--- config.mk ---
export PLATFORM = sky130hd
export DESIGN_NAME = reconfig_tap
export DESIGN_NICKNAME = d
export VERILOG_FILES = /design/src/hw/reconfig_pkg.sv /design/src/hw/tap_link_if.sv /design/src/hw/reconfig_tap.sv /design/src/hw/tap_pin_sync.sv
export SDC_FILE = /design/constraint.sdc
export NUM_CORES = 1
export LEC_CHECK = 0
export BUFFER_PORTS_ARGS = -buffer_cell sky130_fd_sc_hd__buf_2
export CAP_MARGIN = 20
export CORE_MARGIN = 8
export CORE_UTILIZATION = 61
export DETAILED_ROUTE_END_ITERATION = 8
export PLACE_DENSITY = 0.83
export SLEW_MARGIN = 5
export SYNTH_ARGS = -nofsm -noshare
export SYNTH_HDL_FRONTEND = slang
export SYNTH_SLANG_ARGS = --single-unit
--- constraint.sdc ---
create_clock -name clk -period 4.9 [get_ports clk]
set_clock_uncertainty 0.1 [all_clocks]
set_input_delay 0.49 -clock clk [delete_from_list [all_inputs] [get_ports clk]]
set_output_delay 0.49 -clock clk [all_outputs]
set_load 0.01 [all_outputs]
--- src/hw/reconfig_pkg.sv ---
// Package with instruction codes, widths and TAP state encoding
package reconfig_pkg;
  // Instruction register width
  localparam int unsigned IR_WIDTH = 10;
  // Reconfiguration trigger instruction code
  localparam logic [9:0] RECONFIG_TRIGGER_INSTRUCTION = 10'h061;
  // Instruction loaded on test logic reset (bypass)
  localparam logic [9:0] IR_RESET_VALUE = 10'h3ff;
  // Fixed capture pattern shifted out of the instruction register
  localparam logic [9:0] IR_CAPTURE_VALUE = 10'h001;
  // Width of the in-system programming data register
  localparam int unsigned ISP_DATA_WIDTH = 16;
  // Lowest code treated as an in-system programming instruction
  localparam logic [9:0] ISP_CODE_BASE = 10'h200;
  // Test access port states, Gray-like along the usual path
  typedef enum logic [3:0] {
    TAP_RESET      = 4'h0,
    TAP_IDLE       = 4'h1,
    TAP_SEL_DR     = 4'h3,
    TAP_CAPTURE_DR = 4'h2,
    TAP_SHIFT_DR   = 4'h6,
    TAP_EXIT1_DR   = 4'h7,
    TAP_PAUSE_DR   = 4'h5,
    TAP_EXIT2_DR   = 4'h4,
    TAP_UPDATE_DR  = 4'hc,
    TAP_SEL_IR     = 4'hd,
    TAP_CAPTURE_IR = 4'hf,
    TAP_SHIFT_IR   = 4'he,
    TAP_EXIT1_IR   = 4'ha,
    TAP_PAUSE_IR   = 4'hb,
    TAP_EXIT2_IR   = 4'h9,
    TAP_UPDATE_IR  = 4'h8
  } tap_state_t;
endpackage : reconfig_pkg

--- src/hw/tap_link_if.sv ---
// Interface carrying synchronised test port signals to the controller
`timescale 1ns/1ns
interface tap_link_if;
  // Synchronised test mode select level
  logic tms;
  // Synchronised test data in level
  logic tdi;
  // One-cycle pulse on each rising test clock edge
  logic tck_rise;
  // One-cycle pulse on each falling test clock edge
  logic tck_fall;
  // Producer side
  modport sync_side (output tms, output tdi, output tck_rise, output tck_fall);
  // Consumer side
  modport ctrl_side (input tms, input tdi, input tck_rise, input tck_fall);
endinterface : tap_link_if

--- src/hw/reconfig_tap.sv ---
// Test port controller with reconfiguration trigger and programming access
//
// Functional notes
// - Code 00 0110 0001 selects reconfiguration trigger
// - Request driven low while the trigger code is loaded and in Run-Test/Idle
// - Request released when leaving Run-Test/Idle
// - Programming instructions and data accepted via port
`timescale 1ns/1ns
module reconfig_tap (
  // Clock and reset
  input wire logic clk,
  input wire logic sys_rst,
  // Test port pins
  input wire logic tck,
  input wire logic tms,
  input wire logic tdi,
  output logic tdo,
  output logic tdo_oe,
  // Reconfiguration request, open-drain
  input wire logic reconfig_request_n_in,
  output logic reconfig_request_n_out,
  output logic reconfig_request_n_oe,
  // Programming access towards the configuration memory
  output logic [reconfig_pkg::IR_WIDTH-1:0] isp_instruction,
  output logic [reconfig_pkg::ISP_DATA_WIDTH-1:0] isp_data,
  output logic isp_data_valid
);
  import reconfig_pkg::*;

  // Synchronised port signals
  tap_link_if link ();
  // Test port state
  tap_state_t state_r;
  tap_state_t state_nxt;
  // Instruction shift and update registers
  logic [IR_WIDTH-1:0] ir_shift_r;
  logic [IR_WIDTH-1:0] ir_r;
  // Data shift register, also used as the one-bit bypass
  logic [ISP_DATA_WIDTH-1:0] dr_shift_r;
  // Request level, active while asserted
  logic request_r;
  // Decoded instruction classes
  logic is_trigger;
  logic is_isp;

  // Pin synchroniser
  tap_pin_sync u_sync (
    .clk(clk),
    .sys_rst(sys_rst),
    .tck(tck),
    .tms(tms),
    .tdi(tdi),
    .link(link)
  );

  // Instruction decode
  assign is_trigger = (ir_r == RECONFIG_TRIGGER_INSTRUCTION);
  assign is_isp = (ir_r >= ISP_CODE_BASE) && (ir_r != IR_RESET_VALUE);

  // Next state of the test port controller
  always_comb begin
    state_nxt = state_r;
    case (state_r)
      TAP_RESET: state_nxt = link.tms ? TAP_RESET : TAP_IDLE;
      TAP_IDLE: state_nxt = link.tms ? TAP_SEL_DR : TAP_IDLE;
      TAP_SEL_DR: state_nxt = link.tms ? TAP_SEL_IR : TAP_CAPTURE_DR;
      TAP_CAPTURE_DR: state_nxt = link.tms ? TAP_EXIT1_DR : TAP_SHIFT_DR;
      TAP_SHIFT_DR: state_nxt = link.tms ? TAP_EXIT1_DR : TAP_SHIFT_DR;
      TAP_EXIT1_DR: state_nxt = link.tms ? TAP_UPDATE_DR : TAP_PAUSE_DR;
      TAP_PAUSE_DR: state_nxt = link.tms ? TAP_EXIT2_DR : TAP_PAUSE_DR;
      TAP_EXIT2_DR: state_nxt = link.tms ? TAP_UPDATE_DR : TAP_SHIFT_DR;
      TAP_UPDATE_DR: state_nxt = link.tms ? TAP_SEL_DR : TAP_IDLE;
      TAP_SEL_IR: state_nxt = link.tms ? TAP_RESET : TAP_CAPTURE_IR;
      TAP_CAPTURE_IR: state_nxt = link.tms ? TAP_EXIT1_IR : TAP_SHIFT_IR;
      TAP_SHIFT_IR: state_nxt = link.tms ? TAP_EXIT1_IR : TAP_SHIFT_IR;
      TAP_EXIT1_IR: state_nxt = link.tms ? TAP_UPDATE_IR : TAP_PAUSE_IR;
      TAP_PAUSE_IR: state_nxt = link.tms ? TAP_EXIT2_IR : TAP_PAUSE_IR;
      TAP_EXIT2_IR: state_nxt = link.tms ? TAP_UPDATE_IR : TAP_SHIFT_IR;
      TAP_UPDATE_IR: state_nxt = link.tms ? TAP_SEL_DR : TAP_IDLE;
      default: state_nxt = TAP_RESET;
    endcase
  end

  // State advances on each rising test clock edge
  always_ff @(posedge clk) begin
    if (sys_rst) begin
      state_r <= TAP_RESET;
    end else if (link.tck_rise) begin
      state_r <= state_nxt;
    end
  end

  // Instruction shift register: capture, then shift towards tdo
  always_ff @(posedge clk) begin
    if (sys_rst) begin
      ir_shift_r <= IR_CAPTURE_VALUE;
    end else if (link.tck_rise) begin
      if (state_r == TAP_CAPTURE_IR) begin
        ir_shift_r <= IR_CAPTURE_VALUE;
      end else if (state_r == TAP_SHIFT_IR) begin
        ir_shift_r <= {link.tdi, ir_shift_r[IR_WIDTH-1:1]};
      end
    end
  end

  // Instruction update on the falling edge in Update-IR
  always_ff @(posedge clk) begin
    if (sys_rst) begin
      ir_r <= IR_RESET_VALUE;
    end else if (state_r == TAP_RESET) begin
      ir_r <= IR_RESET_VALUE;
    end else if (link.tck_fall && state_r == TAP_UPDATE_IR) begin
      ir_r <= ir_shift_r;
    end
  end

  // Data register: programming word when selected, else bypass bit
  always_ff @(posedge clk) begin
    if (sys_rst) begin
      dr_shift_r <= '0;
    end else if (link.tck_rise) begin
      if (state_r == TAP_CAPTURE_DR) begin
        dr_shift_r <= '0;
      end else if (state_r == TAP_SHIFT_DR) begin
        if (is_isp) begin
          dr_shift_r <= {link.tdi, dr_shift_r[ISP_DATA_WIDTH-1:1]};
        end else begin
          dr_shift_r <= {{(ISP_DATA_WIDTH-1){1'b0}}, link.tdi};
        end
      end
    end
  end

  // Programming word handed to the memory on Update-DR, instruction copied every cycle
  always_ff @(posedge clk) begin
    if (sys_rst) begin
      isp_data <= '0;
      isp_data_valid <= 1'b0;
      isp_instruction <= IR_RESET_VALUE;
    end else begin
      isp_instruction <= ir_r;
      isp_data_valid <= 1'b0;
      if (link.tck_fall && state_r == TAP_UPDATE_DR && is_isp) begin
        isp_data <= dr_shift_r;
        isp_data_valid <= 1'b1;
      end
    end
  end

  // Serial output changes on the falling test clock edge
  always_ff @(posedge clk) begin
    if (sys_rst) begin
      tdo <= 1'b0;
      tdo_oe <= 1'b0;
    end else if (link.tck_fall) begin
      tdo_oe <= (state_r == TAP_SHIFT_IR) || (state_r == TAP_SHIFT_DR);
      if (state_r == TAP_SHIFT_IR) begin
        tdo <= ir_shift_r[0];
      end else begin
        tdo <= dr_shift_r[0];
      end
    end
  end

  // Request held while trigger is current and port is idle
  always_ff @(posedge clk) begin
    if (sys_rst) begin
      request_r <= 1'b0;
    end else begin
      request_r <= is_trigger && (state_r == TAP_IDLE);
    end
  end

  // Open-drain drive: low while requested, otherwise released
  assign reconfig_request_n_out = 1'b0;
  assign reconfig_request_n_oe = request_r;
endmodule : reconfig_tap

--- src/hw/tap_pin_sync.sv ---
// Two-stage synchronisers and test clock edge detection
`timescale 1ns/1ns
module tap_pin_sync (
  // Clock and reset
  input wire logic clk,
  input wire logic sys_rst,
  // Test port pins
  input wire logic tck,
  input wire logic tms,
  input wire logic tdi,
  // Synchronised outputs
  tap_link_if.sync_side link
);
  // First and second stages for tck, tms, tdi
  logic [2:0] meta_r;
  logic [2:0] sync_r;
  // Previous synchronised test clock level
  logic tck_prev_r;

  // Two flip-flops per pin before any logic reads it
  always_ff @(posedge clk) begin
    if (sys_rst) begin
      meta_r <= 3'h0;
      sync_r <= 3'h0;
    end else begin
      meta_r <= {tck, tms, tdi};
      sync_r <= meta_r;
    end
  end

  // Edge history of the synchronised test clock
  always_ff @(posedge clk) begin
    if (sys_rst) begin
      tck_prev_r <= 1'b0;
    end else begin
      tck_prev_r <= sync_r[2];
    end
  end

  // Edge pulses and levels for the controller
  assign link.tck_rise = sync_r[2] & ~tck_prev_r;
  assign link.tck_fall = ~sync_r[2] & tck_prev_r;
  assign link.tms = sync_r[1];
  assign link.tdi = sync_r[0];
endmodule : tap_pin_sync

==> results.sh <==
export IMPL_run_status="finished, final reports clean"
export IMPL_fraction_of_power_spent_switching_nets=0.195
export IMPL_post_cts_resize_count=0
export IMPL_grtUsageMet1=0.208
export IMPL_nets=340
export IMPL_netlist_area_um2=2960
export IMPL_min_tclk_post_route_ns=2.34
export IMPL_n_antenna_cell=0
export IMPL_place_ws_ns=2.73
export IMPL_synth_seq_area_share=0.521
export IMPL_coreArea_um2=4690
export IMPL_r2r_end="dr_shift_r[11]$_SDFFE_PP0P_"
export IMPL_combPwrFrac=0.020
export IMPL_ys_types=46
export IMPL_critPathKind="flip-flop to flip-flop"
export IMPL_peakVddDrop_mv=0.305
export IMPL_power_internal_uw=998
export IMPL_finish_instance_area_um2=3300
export IMPL_postCtsSetupBuffers=0
export IMPL_timing_fmax_mhz=427
export IMPL_ys_async_sr_fraction=0
export IMPL_detail_route_first_pass_iterations=4
export IMPL_cts_buffers=9
export IMPL_first_global_vias=2140
export IMPL_track_usage=0.168
export IMPL_total_stage_count_of_the_critical_path=4
export IMPL_hold_path_class="primary input to flip-flop"
export IMPL_cp_slowest_stage_delay_ns=0.84
export IMPL_synth_top_cells_by_area="sky130_fd_sc_hd__dfxtp_1 52%, sky130_fd_sc_hd__mux2i_1 9.1%, sky130_fd_sc_hd__nand2_1 6.5%, sky130_fd_sc_hd__a32oi_1 4.4%, sky130_fd_sc_hd__nor2_1 3.7%"
export IMPL_final_layout_size_suffix_gt1_frac=0.160
export IMPL_grt_use_met3=0.0611
export IMPL_synth_area_leader_cell="sky130_fd_sc_hd__dfxtp_1"
export IMPL_multiInputGateArea_um2=1260
export IMPL_antenna_found_initial=0
export IMPL_mappedNetlistNets=322
export IMPL_clkSlewWorstSetupHoldPaths_ns=0.08
export IMPL_fin_tns_setup_ns=0
export IMPL_grt_first_pass_wirelength_um=9980
export IMPL_yosysTopAreaCellShare=0.521
export IMPL_drv_slew=0
export IMPL_p_per_area_nw_per_um2=376
export IMPL_worst_path_max_delay_cell="sky130_fd_sc_hd__nor3b_2"
export IMPL_dpl_cell_area_um2=3050
export IMPL_grt_use_met2=0.248
export IMPL_min_delay_start="tms"
export IMPL_worst_ep_required_time_ns=5.08
export IMPL_drt_drc_violations_left=0
export IMPL_post_synth_inst_count=316
export IMPL_remaining_antenna_violation_count=0
export IMPL_initial_core_util=0.631
export IMPL_fill_cells=337
export IMPL_period_share=0.478
export IMPL_area_growth_syn_to_layout_pct=11.4
export IMPL_die_height_um=85.7
export IMPL_detail_route_iter0_violations=128
export IMPL_worst_pin_slew_ns=0.967
export IMPL_total_switching_power_uw=242
export IMPL_crit_arrival_ns=2.52
export IMPL_clockRootBuffer="sky130_fd_sc_hd__clkbuf_8"
export IMPL_finish_utilization=0.703
export IMPL_whs_path_depth=2
export IMPL_hold_endpoint="u_sync.meta_r[1]$_SDFF_PP0_"
export IMPL_design_portCount=37
export IMPL_number_of_hold_buffers_added_after_cts=0
export IMPL_top_usage_layer="met2"
export IMPL_cts_root_to_sink_buffers=2
export IMPL_hold_violations=0
export IMPL_pin_count_of_the_biggest_net_entering_global_routing=51
export IMPL_gp_congestion=0.763
export IMPL_share_clk_of_total_power=0.469
export IMPL_critPathBufInv=0
export IMPL_yosys_register_bits=77
export IMPL_core_rowCount=25
export IMPL_kind_of_start_point_of_the_critical_path="flip-flop"
export IMPL_dominantRegCellSynth="sky130_fd_sc_hd__dfxtp_1"
export IMPL_yosysWarningCount=0
export IMPL_io_buffers=34
export IMPL_dieArea_um2=7340
export IMPL_path_delay_family="simple AND/OR/NAND/NOR gates"
export IMPL_via_count=2290
export IMPL_overflow_after_grt=0
export IMPL_place_detailed_hpwl_um=3570
export IMPL_setup_slack_ns=2.56
export IMPL_synth_enable_flop_cells=0
export IMPL_setup_viol=0
export IMPL_critical_path_peak_fanout=17
export IMPL_critPathCaptureType="flip-flop"
export IMPL_cp_cell_sequence="nand4bb_1, nor3b_2, a32oi_1, nor2_1"
export IMPL_wl_um=5830
export IMPL_timing_max_slew_rel_slack=0.353
export IMPL_rsz_0062_raised_after_global_routing="no"
export IMPL_detail_route_vias_per_cell=5.84
export IMPL_htreeDepth=3
export IMPL_r2r_slack_ns=2.56
export IMPL_synthesis_area_per_instance_um2=9.37
export IMPL_worst_r2r_startpoint="state_r[1]$_SDFFE_PP0P_"
export IMPL_numClockSinks=77
export IMPL_die_width_um=85.7
export IMPL_tritoncts_clock_tree="built"
export IMPL_maximum_capacitance_violations=0
export IMPL_power_sequential_fraction=0.510
export IMPL_p_leak_uw=0.00129
export IMPL_reg2reg_depth=4
export IMPL_layout_area_seq_um2=1540
export IMPL_clkLatencyLatePin_ns=0.35
export IMPL_routedWlPerCell_um=14.9
-- worst max path at each step --
stage	from	endpoint	slack (ns)
after CTS	state_r[1]$_SDFFE_PP0P_	dr_shift_r[11]$_SDFFE_PP0P_	2.59
after floorplan	ir_r[6]$_SDFFE_PP1P_	isp_data[10]$_SDFFE_PP0P_	3.31
after global routing	state_r[1]$_SDFFE_PP0P_	dr_shift_r[11]$_SDFFE_PP0P_	2.35
final	state_r[1]$_SDFFE_PP0P_	dr_shift_r[11]$_SDFFE_PP0P_	2.56
after detailed placement	state_r[1]$_SDFFE_PP0P_	dr_shift_r[14]$_SDFFE_PP0P_	2.73
after global placement	sys_rst	isp_data[0]$_SDFFE_PP0P_	2.74
-- synth_stat cells, drive strengths merged (2+ instances only) --
cell and n:
clkbuf 16, nor2 29, nand2b 2, buf 11, and3 2, a22oi 5, or2 11, a31oi 2
nand4 3, nand3 9, a32oi 15, nor2b 11, nor3 3, nor3b 2, o21ai 5, nand2 51
mux2i 27, inv 3, a221oi 2, a21oi 12, nor4 2, dfxtp 77
-- layout make-up --
type | instances | area share
timing repair buffer | 34 | 0.0516
multi-input combinational | 209 | 0.382
tap | 54 | 0.0205
clock inverter | 4 | 0.0288
clock buffer | 11 | 0.0459
sequential | 77 | 0.467
inverter | 3 | 0.00341
-- flip-flops by register name, indices dropped and copies added (netlist names), 3 cells and up --
name and flops:
dr_shift_r 16, state_r 4, u_sync.sync_r 3, u_sync.meta_r 3
isp_data 16, isp_instruction 10, ir_r 10, ir_shift_r 10
-- cells by family (layout without fill, tap and decap cells) --
group / Yosys count / after routing / synth area share
compound gates: 51 / 51 / 0.123
mux: 27 / 27 / 0.0913
flops: 77 / 77 / 0.521
buf+inv: 30 / 52 / 0.0533
simple gates: 130 / 130 / 0.210
other cells: 1 / 1 / 0.00127
-- cell usage in the layout, fill, tap and decap left out, types with 2 or more instances in the layout --
cell / n
sky130_fd_sc_hd__o21ai_0: 3
sky130_fd_sc_hd__dfxtp_1: 77
sky130_fd_sc_hd__nor2_1: 29
sky130_fd_sc_hd__bufinv_16: 3
sky130_fd_sc_hd__o21ai_1: 2
sky130_fd_sc_hd__nand2_1: 51
sky130_fd_sc_hd__nand3_1: 9
sky130_fd_sc_hd__a31oi_1: 2
sky130_fd_sc_hd__a221oi_1: 2
sky130_fd_sc_hd__nor4_1: 2
sky130_fd_sc_hd__nor3_1: 3
sky130_fd_sc_hd__buf_2: 34
sky130_fd_sc_hd__a22oi_1: 5
sky130_fd_sc_hd__clkbuf_8: 11
sky130_fd_sc_hd__or2_1: 10
sky130_fd_sc_hd__a32oi_1: 15
sky130_fd_sc_hd__nand2b_1: 2
sky130_fd_sc_hd__nand4_1: 3
sky130_fd_sc_hd__mux2i_1: 27
sky130_fd_sc_hd__and3_1: 2
sky130_fd_sc_hd__inv_2: 2
sky130_fd_sc_hd__a21oi_1: 12
sky130_fd_sc_hd__nor2b_1: 11
-- metal layers --
| layer | vias to the layer above | share of wire |
|---|---|---|
| met5 | - | 0 |
| met1 | 1074 | 0.47 |
| li1 | 1131 | - |
| met2 | 73 | 0.44 |
| met4 | 0 | 0.025 |
| met3 | 12 | 0.065 |
-- metrics by stage --
step	total power, uW	std cells	hold slack, ns
floorplan	667	316	0.314
detailed placement	672	377	0.324
global placement	672	377	0.319
CTS	1250	392	0.245
finish	1240	392	0.252
global route	1280	392	0.240
-- power by group through the flow --
stage                     registers [uW]  clock network (uW)  logic (uW)
final                                633                 582        25.3
after floorplan                      645                   0        22.8
after CTS                            633                 587        25.1
after global routing                 634                 621        28.0
after detailed placement             648                   0        24.7
after global placement               647                   0        24.6
Power figures use the tool's default switching activity.
